--- src/include/fcp_defs.svh ---
// constants of the flash command and protection block
// assumes a 20-bit flash address space and 16-bit flash bus cycles
`ifndef FCP_DEFS_SVH
`define FCP_DEFS_SVH
`define FCP_CMD_PROG    8'h40
`define FCP_CMD_LOCK    8'h77
`define FCP_CMD_CONF    8'hD0
`define FCP_ID_A0       20'hFFFDF
`define FCP_ID_A1       20'hFFFE3
`define FCP_ID_A2       20'hFFFEB
`define FCP_ID_A3       20'hFFFEF
`define FCP_ID_A4       20'hFFFF3
`define FCP_ID_A5       20'hFFFF7
`define FCP_ID_A6       20'hFFFFB
`define FCP_ROM_CODE_PROTECT_A     20'hFFFFF
`define FCP_IDX_LOCK    16'h0000
`define FCP_IDX_STAT    16'h0001
`define FCP_IDX_KLO     16'h0002
`define FCP_IDX_KHI     16'h0003
`define FCP_IDX_ILO     16'h0004
`define FCP_IDX_IHI     16'h0005
`define FCP_IDX_ROM_CODE_PROTECT   16'hFFFF
`define FCP_ERASED      8'hFF
`define FCP_OPEN_HI     7
`define FCP_OPEN_LO     6
`define FCP_OPEN_VAL    2'h3
`define FCP_ST_STATE_LO 0
`define FCP_ST_BUSY     2
`define FCP_ST_DENY     3
`define FCP_ST_ABORT    4
`define FCP_ST_VERR     5
`define FCP_RESP_OK     2'h0
`define FCP_RESP_ERR    2'h2
`endif

--- src/include/fcp_pkg.sv ---
// types shared by the flash command and protection block
// assumes fcp_defs.svh for all numeric constants
package fcp_pkg;
  typedef enum logic [1:0] {
    FCP_IDLE  = 2'h0,
    FCP_PROG1 = 2'h1,
    FCP_BUSY  = 2'h3,
    FCP_LOCK1 = 2'h2
  } fcp_state_e;
  typedef logic [19:0] fcp_addr_t;
  typedef logic [15:0] fcp_word_t;
  typedef logic [7:0]  fcp_byte_t;
endpackage : fcp_pkg

--- src/logic/fcp_seq.sv ---
// two-cycle command decoder: program and lock-bit program
// assumes write cycles already gated by protection, one per clock
`timescale 1ns/1ps
`include "fcp_defs.svh"
module fcp_seq #(
  parameter int BLOCK_BITS = 16,
  parameter int NUM_BLOCKS = 16,
  parameter int LW         = 4
) (
  // clock and reset
  input  logic               clk,
  input  logic               rst,
  // host write cycles
  input  logic               wr_en,
  input  fcp_pkg::fcp_addr_t wr_addr,
  input  fcp_pkg::fcp_word_t wr_data,
  // flash macro answer
  input  logic               fl_done,
  input  fcp_pkg::fcp_word_t fl_rdata,
  // results
  output logic               prog_req,
  output fcp_pkg::fcp_addr_t prog_addr,
  output fcp_pkg::fcp_word_t prog_data,
  output logic               lock_clr,
  output logic [LW-1:0]      lock_idx,
  output logic               done_ok,
  output logic               verify_err,
  output logic               abort,
  output fcp_pkg::fcp_state_e state
);
  import fcp_pkg::*;
  localparam int BW = 20 - BLOCK_BITS;
  localparam logic [BW-1:0] MAXB = BW'(NUM_BLOCKS - 1);

  fcp_state_e state_ff, nxt_state;
  fcp_addr_t  first_ff, nxt_first, paddr_ff, nxt_paddr;
  fcp_word_t  pdata_ff, nxt_pdata;
  logic [LW-1:0] lidx_ff, nxt_lidx;
  logic req_ff, nxt_req, lclr_ff, nxt_lclr, ok_ff, nxt_ok;
  logic verr_ff, nxt_verr, abort_ff, nxt_abort;
  logic [BW-1:0] blk;
  logic is_top;

  assign blk    = wr_addr[19:BLOCK_BITS];
  assign is_top = (&wr_addr[BLOCK_BITS-1:1]) && !wr_addr[0] && (blk <= MAXB);

  always_comb begin
    nxt_state = state_ff;
    nxt_first = first_ff;
    nxt_paddr = paddr_ff;
    nxt_pdata = pdata_ff;
    nxt_lidx  = lidx_ff;
    nxt_req   = 1'b0;
    nxt_lclr  = 1'b0;
    nxt_ok    = 1'b0;
    nxt_verr  = 1'b0;
    nxt_abort = 1'b0;
    case (state_ff)
      FCP_IDLE: begin
        if (wr_en && wr_data[7:0] == `FCP_CMD_PROG) begin
          nxt_state = FCP_PROG1;
          nxt_first = wr_addr;
        end else if (wr_en && wr_data[7:0] == `FCP_CMD_LOCK) begin
          nxt_state = FCP_LOCK1;
          nxt_first = wr_addr;
        end
      end
      FCP_PROG1: begin
        if (wr_en && wr_addr == first_ff && !wr_addr[0]) begin
          nxt_state = FCP_BUSY;
          nxt_req   = 1'b1;
          nxt_paddr = wr_addr;
          nxt_pdata = wr_data;
        end else if (wr_en) begin
          nxt_state = FCP_IDLE;
          nxt_abort = 1'b1;
        end
      end
      FCP_LOCK1: begin
        if (wr_en) begin
          nxt_state = FCP_IDLE;
          if (wr_addr == first_ff && is_top && wr_data[7:0] == `FCP_CMD_CONF) begin
            nxt_lclr = 1'b1;
            nxt_lidx = blk[LW-1:0];
          end else begin
            nxt_abort = 1'b1;
          end
        end
      end
      FCP_BUSY: begin
        // host writes are ignored until the macro reports done
        if (fl_done) begin
          nxt_state = FCP_IDLE;
          nxt_ok    = (fl_rdata == pdata_ff);
          nxt_verr  = (fl_rdata != pdata_ff);
        end
      end
      default: nxt_state = FCP_IDLE;
    endcase
  end

  always_ff @(posedge clk) begin
    if (rst) begin
      state_ff <= FCP_IDLE;
      first_ff <= '0;
      paddr_ff <= '0;
      pdata_ff <= '0;
      lidx_ff  <= '0;
      req_ff   <= 1'b0;
      lclr_ff  <= 1'b0;
      ok_ff    <= 1'b0;
      verr_ff  <= 1'b0;
      abort_ff <= 1'b0;
    end else begin
      state_ff <= nxt_state;
      first_ff <= nxt_first;
      paddr_ff <= nxt_paddr;
      pdata_ff <= nxt_pdata;
      lidx_ff  <= nxt_lidx;
      req_ff   <= nxt_req;
      lclr_ff  <= nxt_lclr;
      ok_ff    <= nxt_ok;
      verr_ff  <= nxt_verr;
      abort_ff <= nxt_abort;
    end
  end

  assign prog_req   = req_ff;
  assign prog_addr  = paddr_ff;
  assign prog_data  = pdata_ff;
  assign lock_clr   = lclr_ff;
  assign lock_idx   = lidx_ff;
  assign done_ok    = ok_ff;
  assign verify_err = verr_ff;
  assign abort      = abort_ff;
  assign state      = state_ff;

  a_prog_start: assert property (@(posedge clk) disable iff (rst)
    (state_ff == FCP_PROG1 && wr_en && wr_addr == first_ff && !wr_addr[0])
    |=> req_ff && state_ff == FCP_BUSY && paddr_ff == $past(wr_addr))
    else $error("program not started by matching second write");
  a_seq_abort: assert property (@(posedge clk) disable iff (rst)
    (state_ff == FCP_PROG1 && wr_en && wr_addr != first_ff)
    |=> abort_ff && !req_ff && state_ff == FCP_IDLE)
    else $error("mismatched program sequence not abandoned");
  a_lock_bad: assert property (@(posedge clk) disable iff (rst)
    (state_ff == FCP_LOCK1 && wr_en && wr_data[7:0] != `FCP_CMD_CONF)
    |=> !lclr_ff ##1 !lclr_ff)
    else $error("lock bit cleared without confirm code");
  a_verify_cmp: assert property (@(posedge clk) disable iff (rst)
    (state_ff == FCP_BUSY && fl_done && fl_rdata != pdata_ff)
    |=> verr_ff && !ok_ff)
    else $error("verify mismatch not reported");
endmodule : fcp_seq

--- src/logic/fcp_top.sv ---
// flash command and protection block with an AXI4-Lite register slave
// assumes flash bus cycles and mode straps synchronous to MCLK,
// and a flash macro that pulses FL_DONE after PROG_REQ with readback data
//
// Behaviour
// - seven ID bytes are held and a key mismatch blocks flash access in serial mode.
// - the protect-control byte at the top address blocks parallel-mode access when wrong.
// - the ID and protect-control bytes double as high bytes of the fixed vectors.
// - a program code write then a data write to the same even address starts a program with verify.
// - a lock code write then a confirm write to a block top clears its lock bit.
//
// Our own choice: the AXI4-Lite register port.
`timescale 1ns/1ps
`include "fcp_defs.svh"
module fcp_top #(
  parameter int AW         = 18,
  parameter int BLOCK_BITS = 16,
  parameter int NUM_BLOCKS = 16
) (
  // clock and reset
  input  logic                MCLK,
  input  logic                RESET,
  // axi4-lite write
  input  logic                AWVALID,
  output logic                AWREADY,
  input  logic [AW-1:0]       AWADDR,
  input  logic                WVALID,
  output logic                WREADY,
  input  logic [31:0]         WDATA,
  input  logic [3:0]          WSTRB,
  output logic                BVALID,
  input  logic                BREADY,
  output logic [1:0]          BRESP,
  // axi4-lite read
  input  logic                ARVALID,
  output logic                ARREADY,
  input  logic [AW-1:0]       ARADDR,
  output logic                RVALID,
  input  logic                RREADY,
  output logic [31:0]         RDATA,
  output logic [1:0]          RRESP,
  // flash bus cycles and modes
  input  logic                FBUS_WE,
  input  fcp_pkg::fcp_addr_t  FBUS_ADDR,
  input  fcp_pkg::fcp_word_t  FBUS_WDATA,
  input  logic                MODE_SERIAL,
  input  logic                MODE_PARALLEL,
  input  logic [2:0]          VEC_SEL,
  // flash macro
  input  logic                FL_DONE,
  input  fcp_pkg::fcp_word_t  FL_RDATA,
  output logic                PROG_REQ,
  output fcp_pkg::fcp_addr_t  PROG_ADDR,
  output fcp_pkg::fcp_word_t  PROG_DATA,
  // protection state
  output logic                ACCESS_DENY,
  output logic [NUM_BLOCKS-1:0] LOCK_BITS,
  output fcp_pkg::fcp_byte_t  VEC_HI
);
  import fcp_pkg::*;
  localparam int LW = (NUM_BLOCKS > 1) ? $clog2(NUM_BLOCKS) : 1;
  // entry 7 is the protect-control byte, 0..6 the id bytes
  localparam fcp_addr_t SH_A [8] = '{`FCP_ID_A0, `FCP_ID_A1, `FCP_ID_A2,
    `FCP_ID_A3, `FCP_ID_A4, `FCP_ID_A5, `FCP_ID_A6, `FCP_ROM_CODE_PROTECT_A};

  // write channel state
  logic aw_held_ff, nxt_aw_held, w_held_ff, nxt_w_held;
  logic awready_ff, nxt_awready, wready_ff, nxt_wready;
  logic bvalid_ff, nxt_bvalid;
  logic [1:0]  bresp_ff, nxt_bresp;
  logic [15:0] aw_idx_ff, nxt_aw_idx;
  logic [31:0] wdata_ff, nxt_wdata;
  logic [3:0]  wstrb_ff, nxt_wstrb;
  logic do_wr;
  // read channel state
  logic arready_ff, nxt_arready, rvalid_ff, nxt_rvalid;
  logic [1:0]  rresp_ff, nxt_rresp;
  logic [31:0] rdata_ff, nxt_rdata, rd_word;
  logic [15:0] ar_idx;
  logic rd_err;
  // protection and status state
  logic [7:0][7:0] shadow_ff, nxt_shadow;
  logic [6:0][7:0] key_ff, nxt_key;
  logic [NUM_BLOCKS-1:0] lock_ff, nxt_lock;
  logic verr_st_ff, nxt_verr_st, abort_st_ff, nxt_abort_st;
  logic deny_ff, nxt_deny;
  fcp_byte_t vec_ff, nxt_vec;
  fcp_byte_t rom_code_protect_w;
  logic [6:0] key_eq;
  logic serial_bad, par_bad, seq_we;
  logic [31:0] stat_word;
  // sequencer outputs
  logic lock_clr, done_ok, verify_err, abort_ev;
  logic [LW-1:0] lock_idx;
  fcp_state_e seq_state;

  // key bytes compared against the stored id bytes
  genvar g;
  generate
    for (g = 0; g < 7; g++) begin : g_key
      assign key_eq[g] = (key_ff[g] == shadow_ff[g]);
    end
  endgenerate

  assign rom_code_protect_w    = shadow_ff[7];
  assign serial_bad = MODE_SERIAL && (key_eq != 7'h7F);
  assign par_bad    = MODE_PARALLEL &&
    (rom_code_protect_w[`FCP_OPEN_HI:`FCP_OPEN_LO] != `FCP_OPEN_VAL);
  // gate combinationally so a denied cycle never reaches the decoder
  assign seq_we = FBUS_WE && !serial_bad && !par_bad;

  fcp_seq #(
    .BLOCK_BITS (BLOCK_BITS),
    .NUM_BLOCKS (NUM_BLOCKS),
    .LW         (LW)
  ) u_seq (
    .clk        (MCLK),
    .rst        (RESET),
    .wr_en      (seq_we),
    .wr_addr    (FBUS_ADDR),
    .wr_data    (FBUS_WDATA),
    .fl_done    (FL_DONE),
    .fl_rdata   (FL_RDATA),
    .prog_req   (PROG_REQ),
    .prog_addr  (PROG_ADDR),
    .prog_data  (PROG_DATA),
    .lock_clr   (lock_clr),
    .lock_idx   (lock_idx),
    .done_ok    (done_ok),
    .verify_err (verify_err),
    .abort      (abort_ev),
    .state      (seq_state)
  );

  // address and data may arrive in either order; answer once both held
  assign do_wr = aw_held_ff && w_held_ff && !bvalid_ff;

  always_comb begin
    nxt_aw_held = aw_held_ff;
    nxt_w_held  = w_held_ff;
    nxt_aw_idx  = aw_idx_ff;
    nxt_wdata   = wdata_ff;
    nxt_wstrb   = wstrb_ff;
    nxt_bvalid  = bvalid_ff;
    nxt_bresp   = bresp_ff;
    if (AWVALID && awready_ff) begin
      nxt_aw_held = 1'b1;
      nxt_aw_idx  = AWADDR[17:2];
    end
    if (WVALID && wready_ff) begin
      nxt_w_held = 1'b1;
      nxt_wdata  = WDATA;
      nxt_wstrb  = WSTRB;
    end
    if (bvalid_ff && BREADY) begin
      nxt_bvalid = 1'b0;
    end
    if (do_wr) begin
      nxt_aw_held = 1'b0;
      nxt_w_held  = 1'b0;
      nxt_bvalid  = 1'b1;
      if (aw_idx_ff == `FCP_IDX_LOCK || aw_idx_ff == `FCP_IDX_STAT ||
          aw_idx_ff == `FCP_IDX_KLO || aw_idx_ff == `FCP_IDX_KHI ||
          aw_idx_ff == `FCP_IDX_ILO || aw_idx_ff == `FCP_IDX_IHI ||
          aw_idx_ff == `FCP_IDX_ROM_CODE_PROTECT) begin
        nxt_bresp = `FCP_RESP_OK;
      end else begin
        nxt_bresp = `FCP_RESP_ERR;
      end
    end
    nxt_awready = !nxt_aw_held;
    nxt_wready  = !nxt_w_held;
  end

  // register read mux
  assign ar_idx = ARADDR[17:2];
  always_comb begin
    stat_word = 32'h0;
    stat_word[`FCP_ST_STATE_LO +: 2] = seq_state;
    stat_word[`FCP_ST_BUSY]  = (seq_state == FCP_BUSY);
    stat_word[`FCP_ST_DENY]  = deny_ff;
    stat_word[`FCP_ST_ABORT] = abort_st_ff;
    stat_word[`FCP_ST_VERR]  = verr_st_ff;
    rd_err  = 1'b0;
    rd_word = 32'h0;
    if (ar_idx == `FCP_IDX_LOCK) begin
      rd_word[NUM_BLOCKS-1:0] = lock_ff;
    end else if (ar_idx == `FCP_IDX_STAT) begin
      rd_word = stat_word;
    end else if (ar_idx == `FCP_IDX_KLO) begin
      rd_word = key_ff[3:0];
    end else if (ar_idx == `FCP_IDX_KHI) begin
      rd_word[23:0] = key_ff[6:4];
    end else if (ar_idx == `FCP_IDX_ILO) begin
      rd_word = shadow_ff[3:0];
    end else if (ar_idx == `FCP_IDX_IHI) begin
      rd_word[23:0] = shadow_ff[6:4];
    end else if (ar_idx == `FCP_IDX_ROM_CODE_PROTECT) begin
      rd_word[7:0] = rom_code_protect_w;
    end else begin
      rd_err = 1'b1;
    end
  end

  always_comb begin
    nxt_rvalid = rvalid_ff;
    nxt_rdata  = rdata_ff;
    nxt_rresp  = rresp_ff;
    if (rvalid_ff && RREADY) begin
      nxt_rvalid = 1'b0;
    end
    if (ARVALID && arready_ff) begin
      nxt_rvalid = 1'b1;
      nxt_rdata  = rd_word;
      nxt_rresp  = rd_err ? `FCP_RESP_ERR : `FCP_RESP_OK;
    end
    nxt_arready = !nxt_rvalid;
  end

  // key, stored bytes, lock bits, sticky status
  always_comb begin
    nxt_key    = key_ff;
    nxt_shadow = shadow_ff;
    nxt_lock   = lock_ff;
    for (int b = 0; b < 7; b++) begin
      if (do_wr && wstrb_ff[b % 4] &&
          aw_idx_ff == ((b < 4) ? `FCP_IDX_KLO : `FCP_IDX_KHI)) begin
        nxt_key[b] = wdata_ff[8 * (b % 4) +: 8];
      end
    end
    if (do_wr && wstrb_ff[0] && aw_idx_ff == `FCP_IDX_ROM_CODE_PROTECT) begin
      nxt_shadow[7] = wdata_ff[7:0];
    end
    // a verified word whose high byte lands on a vector location updates it
    for (int e = 0; e < 8; e++) begin
      if (done_ok && PROG_ADDR == {SH_A[e][19:1], 1'b0}) begin
        nxt_shadow[e] = PROG_DATA[15:8];
      end
    end
    if (lock_clr) begin
      nxt_lock[lock_idx] = 1'b0;
    end
    // hardware set wins over a same-cycle write-one-to-clear
    nxt_verr_st  = verr_st_ff;
    nxt_abort_st = abort_st_ff;
    if (do_wr && wstrb_ff[0] && aw_idx_ff == `FCP_IDX_STAT) begin
      nxt_verr_st  = verr_st_ff && !wdata_ff[`FCP_ST_VERR];
      nxt_abort_st = abort_st_ff && !wdata_ff[`FCP_ST_ABORT];
    end
    nxt_verr_st  = nxt_verr_st || verify_err;
    nxt_abort_st = nxt_abort_st || abort_ev;
    nxt_deny = serial_bad || par_bad;
    nxt_vec  = shadow_ff[VEC_SEL];
  end

  always_ff @(posedge MCLK) begin
    if (RESET) begin
      aw_held_ff  <= 1'b0;
      w_held_ff   <= 1'b0;
      awready_ff  <= 1'b0;
      wready_ff   <= 1'b0;
      bvalid_ff   <= 1'b0;
      bresp_ff    <= `FCP_RESP_OK;
      aw_idx_ff   <= 16'h0;
      wdata_ff    <= 32'h0;
      wstrb_ff    <= 4'h0;
      arready_ff  <= 1'b0;
      rvalid_ff   <= 1'b0;
      rdata_ff    <= 32'h0;
      rresp_ff    <= `FCP_RESP_OK;
      shadow_ff   <= {8{`FCP_ERASED}};
      key_ff      <= {7{`FCP_ERASED}};
      lock_ff     <= '1;
      verr_st_ff  <= 1'b0;
      abort_st_ff <= 1'b0;
      deny_ff     <= 1'b0;
      vec_ff      <= 8'h0;
    end else begin
      aw_held_ff  <= nxt_aw_held;
      w_held_ff   <= nxt_w_held;
      awready_ff  <= nxt_awready;
      wready_ff   <= nxt_wready;
      bvalid_ff   <= nxt_bvalid;
      bresp_ff    <= nxt_bresp;
      aw_idx_ff   <= nxt_aw_idx;
      wdata_ff    <= nxt_wdata;
      wstrb_ff    <= nxt_wstrb;
      arready_ff  <= nxt_arready;
      rvalid_ff   <= nxt_rvalid;
      rdata_ff    <= nxt_rdata;
      rresp_ff    <= nxt_rresp;
      shadow_ff   <= nxt_shadow;
      key_ff      <= nxt_key;
      lock_ff     <= nxt_lock;
      verr_st_ff  <= nxt_verr_st;
      abort_st_ff <= nxt_abort_st;
      deny_ff     <= nxt_deny;
      vec_ff      <= nxt_vec;
    end
  end

  assign AWREADY     = awready_ff;
  assign WREADY      = wready_ff;
  assign BVALID      = bvalid_ff;
  assign BRESP       = bresp_ff;
  assign ARREADY     = arready_ff;
  assign RVALID      = rvalid_ff;
  assign RDATA       = rdata_ff;
  assign RRESP       = rresp_ff;
  assign ACCESS_DENY = deny_ff;
  assign LOCK_BITS   = lock_ff;
  assign VEC_HI      = vec_ff;

  a_serial_deny: assert property (@(posedge MCLK) disable iff (RESET)
    (MODE_SERIAL && key_eq != 7'h7F) |=> ACCESS_DENY)
    else $error("serial access not denied on key mismatch");
  a_serial_gate: assert property (@(posedge MCLK) disable iff (RESET)
    (MODE_SERIAL && key_eq != 7'h7F && FBUS_WE)
    |=> !PROG_REQ)
    else $error("denied write started a program");
  a_cpu_open: assert property (@(posedge MCLK) disable iff (RESET)
    (!MODE_SERIAL && !MODE_PARALLEL) |=> !ACCESS_DENY)
    else $error("access denied outside programming modes");
  a_par_deny: assert property (@(posedge MCLK) disable iff (RESET)
    (MODE_PARALLEL && rom_code_protect_w[`FCP_OPEN_HI:`FCP_OPEN_LO] != `FCP_OPEN_VAL)
    |=> ACCESS_DENY)
    else $error("parallel access not denied on bad protect byte");
  a_vec_byte: assert property (@(posedge MCLK) disable iff (RESET)
    (VEC_SEL == 3'h7) |=> (VEC_HI == $past(rom_code_protect_w)))
    else $error("vector high byte differs from protect byte");
  a_rom_code_protect_prog: assert property (@(posedge MCLK) disable iff (RESET)
    (done_ok && PROG_ADDR == 20'hFFFFE) |=> (rom_code_protect_w == $past(PROG_DATA[15:8])))
    else $error("program of top word did not update protect byte");
  a_lock_clear: assert property (@(posedge MCLK) disable iff (RESET)
    lock_clr |=> !LOCK_BITS[$past(lock_idx)])
    else $error("lock bit not cleared");
endmodule : fcp_top

--- config.mk ---
export PLATFORM = sky130hd
export DESIGN_NAME = fcp_top
export DESIGN_NICKNAME = d
export VERILOG_FILES = /design/src/include/fcp_pkg.sv /design/src/logic/fcp_seq.sv /design/src/logic/fcp_top.sv
export VERILOG_INCLUDE_DIRS = /design/src /design/src/include
export SDC_FILE = /design/constraint.sdc
export NUM_CORES = 1
export LEC_CHECK = 0
export BUFFER_PORTS_ARGS = -buffer_cell sky130_fd_sc_hd__buf_2
export CORE_MARGIN = 4
export CORE_UTILIZATION = 47
export CTS_BUF_LIST = sky130_fd_sc_hd__clkbuf_4 sky130_fd_sc_hd__clkbuf_8
export CTS_CLUSTER_SIZE = 16
export DETAILED_ROUTE_END_ITERATION = 10
export GPL_ROUTABILITY_DRIVEN = 0
export GPL_TIMING_DRIVEN = 0
export PLACE_DENSITY = 0.8
export SLEW_MARGIN = 20
export SYNTH_ARGS = -nofsm -noshare
export SYNTH_HDL_FRONTEND = slang
export SYNTH_SLANG_ARGS = --single-unit
--- constraint.sdc ---
create_clock -name MCLK -period 6 [get_ports MCLK]
set_input_delay 0.3 -clock MCLK [delete_from_list [all_inputs] [get_ports MCLK]]
set_output_delay 0.3 -clock MCLK [all_outputs]
set_load 0.005 [all_outputs]
== Word-level counts from Yosys, hierarchy flattened ==
Index checks and enable logic that the tools add are counted.
W data, S select, Z words.
Storage, ports and cells
  register bits: 309
  input port bits: 138
  output and inout bits: 103
  logic and storage cells: 220
Cells by class
  $lt $le $gt $ge: 4
  eq/ne operators: 40
  muxes and demuxes: 51
  bitwise operators: 7
  reduce and logical (&&, ||, !) cells: 75
Operator list (count)
  $eq A20 B20 Y1 const B: 8
  $eq A16 B2 Y1 const B: 4
  $eq A16 B3 Y1 const B: 4
  $mux W32: 2
  $eq A8 B8 Y1: 7
  $mux W8: 7
  $mux W16: 3
  $mux W24: 2
  $logic_and A1 B1 Y1: 43
  $mux W20: 2
  $eq A16 B1 Y1 const B: 2
  $eq A16 B16 Y1 const B: 2
  $logic_not A16 Y1: 2
  $bmux W8 S3: 1
  $mux W1: 24
  $eq A20 B20 Y1: 1
  $and A16 B16 Y16: 1
  $eq A16 B16 Y1: 1
  $eq A8 B7 Y1 const B: 2
  $ne A16 B16 Y1: 1
  $not A16 Y16: 1
  $reduce_and A15 Y1: 1
  $mux W2: 7
  $logic_not A1 Y1: 9
  21 further kinds: 40

== Depth between registers and ports, before layout ==
Gate-level depths: netlist of run 1.
  depth in word-level cells: 10
  gate-level depth with buffers: 9
  depth with buffers taken out: 7

== By module ==
From an unflattened synthesis of run 1, not the netlist that was laid out.
Unflattened totals
  cell total of the unflattened synthesis: 1620
  area, all modules: 14249.9 µm²
Modules (own cells, without submodules)
  fcp_top: times used 1, cells an instance 1262, area each 11055.6 µm², seq. area each 4804.6 µm²
  fcp_seq: times used 1, cells an instance 358, area each 3194.3 µm², seq. area each 1341.3 µm²

== Least setup slack after synthesis of run 1 ==
Ideal clock, no wire load.
  path kind: reg2reg
  start: reg key_ff[34] (netlist name)
  end: reg u_seq.paddr_ff[14] (netlist: u_seq.prog_addr[14])
  library setup time: 0.128 ns
  arrival time: 2.295 ns
  data required time: 5.872 ns
  path slack: 3.578 ns
  cell stages (with the launch flop): 10
  path buffers: 2
  clock period less this slack: 2.422 ns
  cell sequence: dfxtp_1 > xor2_1 > nor4_1 > nand4_1 > o41a_4 > nor4b_4 > buf_6 > buf_12 > mux2i_1 > nor2_1
Between the ends
  cells in the longest elaborated chain, start to end: 9
Ends and longest elaborated chain
  start, declared: RTL line fcp_top.sv:83  | logic [6:0][7:0] key_ff, nxt_key;
  start signal, assigned: RTL line fcp_top.sv:272  | key_ff <= {7{`FCP_ERASED}};
  start signal, assigned: RTL line fcp_top.sv:293  | key_ff <= nxt_key;
  $eq A8 B8 Y1: RTL line fcp_top.sv:101  | assign key_eq[g] = (key_ff[g] == shadow_ff[g]);
  $ne A7 B7 Y1: RTL line fcp_top.sv:106  | assign serial_bad = MODE_SERIAL && (key_eq != 7'h7F);
  $logic_and A1 B1 Y1: RTL line fcp_top.sv:106
  $logic_not A1 Y1: RTL line fcp_top.sv:110  | assign seq_we = FBUS_WE && !serial_bad && !par_bad;
  $logic_and A1 B1 Y1 (2 in a row): RTL line fcp_top.sv:110
  $logic_and A1 B1 Y1 (2 in a row): RTL line fcp_seq.sv:69  | if (wr_en && wr_addr == first_ff && !wr_addr[0]) begin
  $reduce_and A2 Y1 (no line)
  end signal, assigned: RTL line fcp_seq.sv:117  | paddr_ff <= nxt_paddr;
  end, declared: RTL line fcp_seq.sv:36  | fcp_addr_t first_ff, nxt_first, paddr_ff, nxt_paddr;
Every way passes these cells.
A chain may end at the register's enable or synchronous reset.

== Final worst setup path of run 1 ==
  start: reg key_ff[50] (netlist name)
  end: reg u_seq.first_ff[12]
Between the ends
  cells in the longest elaborated chain, start to end: 9
  elaborated cells between the ends (all ways): 11
  classes of those cells: 2 x eq/ne; 1 x mux; 8 x reduce/logical
Ends and longest elaborated chain
  $eq A8 B8 Y1 (*): RTL line fcp_top.sv:101
  $ne A7 B7 Y1 (*): RTL line fcp_top.sv:106
  $logic_and A1 B1 Y1 (*): RTL line fcp_top.sv:106
  $logic_not A1 Y1 (*): RTL line fcp_top.sv:110
  $logic_and A1 B1 Y1 (*) (2 in a row): RTL line fcp_top.sv:110
  $logic_and A1 B1 Y1 (no line)
  $reduce_bool A2 Y1 (no line)
  $reduce_and A2 Y1 (no line)
  end signal, assigned: RTL line fcp_seq.sv:116  | first_ff <= nxt_first;
  end, declared: RTL line fcp_seq.sv:36
Mark *: on every way between the ends. The rest lies on a longest branch, timed or not.

==> impl_metrics.yaml, run 1 <==
worst_setup_path:
  critPathCaptureType: "flip-flop"
  critical_path.slowest_cell: "nor4_1"
  critPathMaxStageDelay_ps: 770
  crit_chain: "xor2_1, nor4_1, nand4_1, o41a_4, nor4b_2, buf_4, mux2i_1, nor2_1"
  critPathRequiredTime_ps: 6440
  cp.buffers_inverters: 1
  start_kind: "flip-flop"
  worst-setup-path-type: "reg2reg"
  arrival_ps: 3840
  critPathTopFamily: "simple AND/OR/NAND/NOR gates"
  worstSetupPathDepth: 8
  cp_max_fo: 10
  r2r_cells: 8
floorplanning:
  rows: 62
  ios: 241
  fp.dieArea_mm2: 0.03246
  fp.dieW_um: 180.2
  start_util_pct: 48.14
  die_y_um: 180.2
  coreArea_mm2: 0.02894
synthesis:
  synthAdderAreaFrac_pct: 0.4491
  synth-edff-count: 0
  synth_top_family_by_area: "simple AND/OR/NAND/NOR gates"
  syn-cell-area_mm2: 0.01393
  yosysMostFrequentCell: "dfxtp_1"
  synth.area.mux_share_pct: 9.782
  ys_seq_elements: 307
  synth_compound_area_share_pct: 12.82
  seq_area_frac_synth_pct: 44.12
  yosysTopAreaCell: "dfxtp_1"
  ys_warn_count: 0
  syn_area_per_cell_um2: 8.861
  syn_inst: 1572
  synthSimpleGateAreaFrac_pct: 23.25
  synth-xor-area-share_pct: 5.722
  synthArstFlopShare_pct: 0
  synth_common_cells: "307 x dfxtp_1, 222 x nand2_1, 175 x nor2_1"
  synth_cell_types: 64
  synth_ff_type: "dfxtp_1"
  synthTopCellsByArea: "dfxtp_1 44%, mux2i_1 6.5%, nand2_1 6.0%"
  yosys.area.top_type_share_pct: 44.12
final_layout:
  synthToLayoutAreaGrowth_pct: 24.21
  drive_above_1_share_pct: 18.47
  fin_area_mm2: 0.01730
  final_core_util_pct: 59.79
  fin_cells: 2338
  finalNetCount: 2061
  n_antenna_cell: 0
outcome:
  outcome: "complete, no violations"
global_routing:
  grt_max_degree: 14
  grt_pass1_wl_um: 74180
  grt_pass1_vias: 13157
  grtUsageTotal_pct: 28.37
  antenna_found_initial: 0
  gr-total-overflow: 0
clock_network:
  htreeDepth: 2
  clk_pin_slew_ps: 60
  clk_latency_ps: 580
  cts_made_buffers: 50
  cts_tree: "yes"
  cts_resized: 0
  cts_setup_buffers: 0
  cts_max_path_buffers: 3
  cts_num_sinks: 307
  root_buffer: "clkbuf_8"
  hold_buffers: 65
detailed_routing:
  drt_first_pass_iters: 8
  drc_errors: 0
  vias_per_cell: 5.946
  drt-total-wl_um: 48880
  detail-route-antenna-nets: 0
  drt_iter0_drc: 1771
  routedWlPerCell_um: 20.90
  via_count: 13901
timing:
  finalClockSkew_ps: 12.85
  hold_viol: 0
  hold-worst-slack_ps: 26.58
  clock.fmax_mhz: 294.0
  final-setup-viol-count: 0
  slew_headroom_pct: 26.63
  worst_pin_slew_ps: 1091
  final.setup.tns_ps: 0
  period_minus_slack_ps: 3401
  maxSlewViolCount: 0
  fin_crit_sh_pct: 56.69
  rsz0062_at_grt: "no"
hold_path:
  hold_path_class: "in2reg"
  hold_path_depth: 3
placement:
  dp_hpwl_um: 36110
  io_buffers: 228
  place_area_mm2: 0.01555
  dp_cells: 2185
power_and_ir_drop:
  p_sw_share_pct: 23.72
  pwr-share-clk_pct: 44.8
  comb_power_share_pct: 7.1
  vdd_drop_max_uv: 181.7
  p_per_area_mw_per_mm2: 251.9
  seqPwrFrac_pct: 48.1
  switchingPower_w: 0.001034
  p_leak_nw: 6.667
  internal_power_w: 0.003324
flow_run:
  cap_violations: 0
-- final cells by class --
type                       instances  area [um^2]
tap                              384        480.5
inverter                          17        63.81
buffer                           106        470.5
fill                            2421        11630
clock inverter                     8        75.07
multi-input combinational       1143         7254
clock buffer                      80         1020
timing repair buffer             293         1792
sequential                       307         6146
-- through the flow --
step | total power, W | setup WS, ps
finish | 0.004358 | 2599
floorplan | 0.002277 | 3578
global route | 0.004481 | 2508
CTS | 0.004353 | 3025
global placement | 0.002399 | 3000
detailed placement | 0.002406 | 2890
-- power groups by stage --
stage,Combinational [W],Sequential [W],Clock (W)
after floorplan,0.000146,0.00213,0
after detailed placement,0.000268,0.00214,0
final,0.000311,0.00209,0.00195
after global routing,0.000335,0.00210,0.00205
after global placement,0.000263,0.00214,0
after CTS,0.000302,0.00209,0.00196
-- worst reg2reg max path, stage by stage (launching register included) --
cell	delay [ps]
dfxtp_1	360
xor2_1	180
nor4_1	770
nand4_1	270
o41a_4	630
nor4b_2	460
buf_4	310
mux2i_1	230
nor2_1	60
-- path summary, 6_finish.rpt --
check	startpoint	endpoint	slack (ps)
setup / recovery	key_ff[50]	u_seq.first_ff[12]	2600
hold / removal	RREADY	ARREADY	30
setup reg to reg	key_ff[50]	u_seq.first_ff[12]	2600
hold reg to reg	RDATA[20]	RDATA[20]	450
-- logic make-up (layout without fill, tap and decap cells) --
logic type,after synthesis,in the layout
fa+ha+maj,5,5
simple gates,670,670
buf+inv,123,504
flops,307,307
xor+xnor,91,91
compound gates,260,260
mux,115,115
other cells,1,2
-- registers in the layout (all words and copies together), names as in the netlist, 20 cells and up --
signal	count
shadow_ff	56
u_seq.prog_addr	20
u_seq.first_ff	20
wdata_ff	32
RDATA	32
key_ff	56
-- per-layer routing --
metal	track usage, %	part of all wire (%)
met5	0	0.13
met4	11.95	4.9
met3	6.459	12
met2	43.92	43
met1	38.40	40
-- layout by cell type (no fill, tap or decap), drive strengths merged, types with 5 or more instances in the layout --
cell type / count
a211o: 56
a211oi: 8
a21o: 5
a21oi: 89
a221oi: 12
a22oi: 10
a2bb2oi: 9
and2: 13
buf: 241
clkbuf: 173
clkinv: 6
dfxtp: 307
dlygate4sd3: 65
ha: 5
inv: 18
mux2: 9
mux2i: 90
mux4: 16
nand2: 222
nand2b: 27
nand3: 70
nand3b: 60
nand4: 26
nor2: 175
nor3: 21
nor4: 32
o21ai: 31
o221ai: 12
o22ai: 5
xnor2: 30
xor2: 61
(Power assumes the default switching activity.)
==> run 2, diff against run 1 <==
Settings changed: PLACE_DENSITY 0.8 to 0.82.
Clock period 6 ns to 2.7 ns, I/O delays scaled along.
==> run 2 against run 1 <==
Net effect: the run now ends with design-rule violations, negative setup slack left; sequential cell count unchanged; largest power group unchanged; largest cell class unchanged; first-iteration DRC count grew 24%; global-route usage grew 1.4 points.
==> impl_metrics.yaml, run 2 (synthesis results as in run 1) <==
clock_network:
  cts_max_path_buffers: 3
  cts_num_sinks: 307
  root_buffer: "clkbuf_8"
  cts_tree: "yes"
  htreeDepth: 2
  cts_made_buffers: 50
  clk_pin_slew_ps: 70
  clk_latency_ps: 610
floorplanning:
  fp.dieW_um: 180.2
  die_y_um: 180.2
  start_util_pct: 48.14
  rows: 62
  coreArea_mm2: 0.02894
  fp.dieArea_mm2: 0.03246
  ios: 241
global_routing:
  gr-total-overflow: 0
  grtUsageTotal_pct: 29.79
  grt_max_degree: 15
  grt_pass1_vias: 14066
  antenna_found_initial: 1
  grt_pass1_wl_um: 78070
placement:
  dp_cells: 2185
  io_buffers: 228
  place_area_mm2: 0.01555
  dp_hpwl_um: 36750
timing:
  finalClockSkew_ps: 41.80
  fin_crit_sh_pct: 108.8
  rsz0062_at_grt: "yes"
  final-setup-viol-count: 56
  layout_setup_ws_ps: -237.1
  worst_pin_slew_ps: 1065
  hold_viol: 0
  slew_headroom_pct: 28.80
  hold-worst-slack_ps: 50.85
  maxSlewViolCount: 0
  period_minus_slack_ps: 2937
  clock.fmax_mhz: 340.5
power_and_ir_drop:
  total_power_w: 0.009606
  p_per_area_mw_per_mm2: 533.3
  vdd_drop_max_uv: 437.3
  p_leak_nw: 6.968
hold_path:
  hold_path_depth: 4
  hold_path_class: "in2reg"
detailed_routing:
  via_count: 14433
  drt-total-wl_um: 52400
  vias_per_cell: 6.044
  detail-route-antenna-nets: 0
  drt_iter0_drc: 2203
  drc_errors: 3
  drt_first_pass_iters: 11
  routedWlPerCell_um: 21.94
worst_setup_path:
  critPathRequiredTime_ps: 3140
  start_kind: "flip-flop"
  cp_max_fo: 9
  worst-setup-path-type: "reg2reg"
  arrival_ps: 3380
  critPathCaptureType: "flip-flop"
  r2r_cells: 9
outcome:
  outcome: "finished, violations left"
  violations: "design-rule violations, negative setup slack"
final_layout:
  finalNetCount: 2109
  drive_above_1_share_pct: 20.77
  final_cell_mix: "288 x dfxtp_1, 229 x buf_2, 222 x nand2_1"
  synthToLayoutAreaGrowth_pct: 29.32
  top_regs: "key_ff: 56 flops, shadow_ff: 56 flops"
  final_common_cell: "dfxtp_1"
  fin_area_mm2: 0.01801
  final_core_util_pct: 62.25
  fillers: 2217
  fin_cells: 2388
flow_run:
  cap_violations: 0
run 2: metrics by stage:
stage	setup slack (ps)	setup TNS (ps)
CTS	13.24	0
detailed placement	-209.7	-9317
global route	-311.2	-12400
finish	-237.1	-6412
global placement	-159.8	-7216
floorplan	277.7	0
run 2: critical path, stage by stage (launching register included):
cell and delay (ps):
dfxtp_1 470, xor2_1 200, nor4_1 320, nand4_1 180
o41a_4 560, nor4b_4 290, buf_6 240, buf_12 160
mux2i_1 260, nor2_1 110
run 2: path summary, 6_finish.rpt:
kind,to,slack (ps),startpoint
worst min-delay path,ACCESS_DENY,50,MODE_PARALLEL
worst max register to register,u_seq.prog_data[3],-240,shadow_ff[26]
worst min register to register,abort_st_ff,450,u_seq.abort
worst max-delay path,u_seq.prog_data[3],-240,shadow_ff[26]
run 2: final cells by class:
cell class / count / area [um^2] / share of cell area [%]
tap: 384 / 480.5 / 2.667
buffer: 105 / 486.7 / 2.702
timing repair buffer: 342 / 2307 / 12.81
clock buffer: 78 / 973.4 / 5.404
multi-input combinational: 1143 / 7448 / 41.35
sequential: 307 / 6177 / 34.29
inverter: 17 / 63.81 / 0.3542
clock inverter: 11 / 73.82 / 0.4098
antenna: 1 / 2.502 / 0.01389
run 2: metal layers:
metal	track usage, %	up-vias	wire length (um)
met4	14.70	4	3566
met5	0	-	85
met1	38.23	6684	19250
met2	46.69	1106	22630
li1	-	6329	-
met3	7.933	310	6870
run 2: timing repair:
item                                    CTS  global route
endpoints found under the setup margin   70            96
hold buffers                            100             0
resized for setup                        10            55
buffers inserted                          4             6
cloned                                    1             3
endpoints found under the hold margin   119             0
pin swaps                                 6             9
run 2: power by group:
group	switching [W]	leakage (nW)	internal [W]
clock network	0.00191	0.567	0.00230
logic	0.000413	3.92	0.000331
registers	0.0000558	2.48	0.00460
total	0.00238	6.97	0.00723
==> run 3, diff against run 2 <==
Settings changed: ABC_AREA set to 1.
==> run 3 against run 2 <==
Net effect: the run now ends clean; wire length rose by 4.1%; final cell count rose by 17%; critical path depth rose by 5; clock-buffer cell count fell by 1; fmax rose by 12%; combinational power rose by 19%; sequential share of layout area barely moved; synthesized cell count rose by 26%; register-to-register slack improved by 310 ps; largest cell class unchanged.
==> impl_metrics.yaml, run 3 <==
synthesis:
  syn_inst: 1978
  synthArstFlopShare_pct: 0
  ys_warn_count: 0
  synth-edff-count: 0
  yosysTopAreaCell: "dfxtp_1"
  synth_ff_type: "dfxtp_1"
  yosysMostFrequentCell: "nand2_1"
  seq_area_frac_synth_pct: 43.33
  synth_common_cells: "439 x nand2_1, 307 x dfxtp_1, 228 x inv_1"
  synthTopCellsByArea: "dfxtp_1 43%, nand2_1 12%, o21ai_0 7.7%"
  syn_area_per_cell_um2: 7.171
  synth_cell_types: 47
  ys_seq_elements: 307
  syn-cell-area_mm2: 0.01418
  yosys.area.top_type_share_pct: 43.33
clock_network:
  clk_pin_slew_ps: 60
  cts_tree: "yes"
  cts_made_buffers: 50
  cts_max_path_buffers: 3
  cts_num_sinks: 307
  clk_latency_ps: 590
  root_buffer: "clkbuf_8"
  htreeDepth: 2
  cts_setup_buffers: 0
global_routing:
  gr-total-overflow: 0
  antenna_found_initial: 0
  grt_pass1_wl_um: 83590
  grtUsageTotal_pct: 31.72
  grt_pass1_vias: 15418
  grt_max_degree: 14
worst_setup_path:
  r2r-start: "shadow_ff[32]"
  critPathRequiredTime_ps: 3150
  r2r_cells: 14
  worst-setup-path-type: "reg2reg"
  critPathCaptureType: "flip-flop"
  arrival_ps: 3070
  regToRegEndpoint: "u_seq.prog_data[5]"
  r2r_slack_ps: 80
  cp_max_fo: 10
  endpoint: "u_seq.prog_data[5]"
  crit_start: "shadow_ff[32]"
  start_kind: "flip-flop"
flow_run:
  cap_violations: 0
final_layout:
  finalNetCount: 2501
  fin_area_mm2: 0.01791
  seqCellArea_mm2: 0.006148
  final_common_cell: "nand2_1"
  top_regs: "key_ff: 56 flops, shadow_ff: 56 flops"
  drive_above_1_share_pct: 16.36
  final_cell_mix: "439 x nand2_1, 305 x dfxtp_1, 244 x buf_2"
  synthToLayoutAreaGrowth_pct: 26.29
  multiInputGateArea_mm2: 0.006663
  fillers: 2574
placement:
  dp_hpwl_um: 40380
  place_area_mm2: 0.01584
  preCtsSetupSlack_ps: 125.7
  io_buffers: 232
timing:
  fin_crit_sh_pct: 97.13
  maxSlewViolCount: 0
  finalClockSkew_ps: 15.30
  layout_setup_ws_ps: 77.59
  final-setup-viol-count: 0
  worst_pin_slew_ps: 1012
  final.setup.tns_ps: 0
  clock.fmax_mhz: 381.3
  rsz0062_at_grt: "no"
  period_minus_slack_ps: 2622
  slew_headroom_pct: 31.99
  hold_viol: 0
floorplanning:
  ios: 241
  coreArea_mm2: 0.02972
  die_y_um: 181.7
  start_util_pct: 47.73
  fp.dieArea_mm2: 0.03302
  fp.dieW_um: 181.7
  rows: 63
hold_path:
  hold_path_class: "in2reg"
  worstHoldStart: "AWVALID"
power_and_ir_drop:
  p_per_area_mw_per_mm2: 560.8
  vdd_drop_max_uv: 317.4
  p_leak_nw: 8.993
detailed_routing:
  vias_per_cell: 5.729
  drt-total-wl_um: 54560
  via_count: 15968
  drc_errors: 0
  detail-route-antenna-nets: 0
  routedWlPerCell_um: 19.58
  drt_first_pass_iters: 6
  drt_iter0_drc: 1977
outcome:
  outcome: "complete, no violations"
## run 3: changes by cell type in the layout (fill, tap and decap cells not counted), sizes merged, moves of 32 or more
cell    before  now
o211ai       0  109
a211o       56    0
o21ai       31  220
nand3b      60    4
mux2i       90    0
nand2      222  442
nand3       70   38
inv         18  256
xor2        61   14
a21oi       89  188
nor2       175  132
## run 3: worst min-delay path by stage
stage,slack [ps],depth (start not counted),to
floorplan,280,2,u_seq.first_ff[7]
global placement,410,3,wstrb_ff[3]
detailed placement,420,3,aw_idx_ff[0]
CTS,1,3,u_seq.prog_data[5]
global route,50,4,aw_idx_ff[15]
finish,30,4,aw_idx_ff[15]
## run 3: final cells by class
type | instances | area share, %
Timing Repair Buffer | 327 | 11.79
Sequential cell | 307 | 34.32
Inverter | 257 | 5.385
Clock buffer | 77 | 5.531
Tap cell | 390 | 2.724
Buffer | 96 | 2.340
Antenna cell | 1 | 0.01397
Multi-Input combinational cell | 1319 | 37.19
Clock inverter | 13 | 0.7054
## run 3: worst max-delay path, cell delays in order (launching register included)
cell,delay (ps)
dfxtp_1,510
inv_1,70
nand2_1,60
nand2_1,40
nor2_1,90
nand2_1,60
nor2_1,140
nand2_1,180
nor2_1,130
nand2_1,170
a21boi_4,240
nand4_4,180
clkbuf_1,250
o21ai_1,260
a21oi_1,90
## run 3: metrics by stage
step / cells / util (%) / total power (W) / hold WS, ps
after global placement: 2601 / 53.29 / 0.005493 / 412.1
after detailed placement: 2601 / 53.29 / 0.005515 / 419.2
after CTS: 2785 / 60.22 / 0.009998 / 1.206
final: 2787 / 60.28 / 0.01005 / 34.05
after floorplan: 1979 / - / 0.005172 / 283.2
after global routing: 2786 / 60.28 / 0.01033 / 50.11
## run 3: timing repair
action,4_1_cts,5_1_grt
hold endpoints to repair,117,1
endpoints found under the setup margin,0,26
hold buffers,94,1
gates resized for setup,0,12
## run 3: power breakdown
group | leakage (nW) | total [W] | internal [W] | switching (W)
Sequential | 2.49 | 0.00468 | 0.00463 | 0.0000542
Clock | 0.586 | 0.00448 | 0.00253 | 0.00195
Combinational | 5.92 | 0.000886 | 0.000341 | 0.000544
## run 3: logic make-up after synthesis
family	after synthesis	share of synthesized area [%]
DFF	307	43.33
AOI/OAI and AO/OA	582	23.74
xor gates and xnor gates	33	2.038
and+or+nand+nor	697	20.70
other	1	0.02644
adders and majority gates	5	0.4410
buffers and inverters	353	9.729
## run 3: routing by layer
metal	global-route usage, %	vias to the layer above	part of all wire (%)
li1	-	7390	-
met1	38.30	7252	36
met2	51.67	1066	45
met3	8.614	260	13
met4	16.75	0	6.6
met5	0	-	0
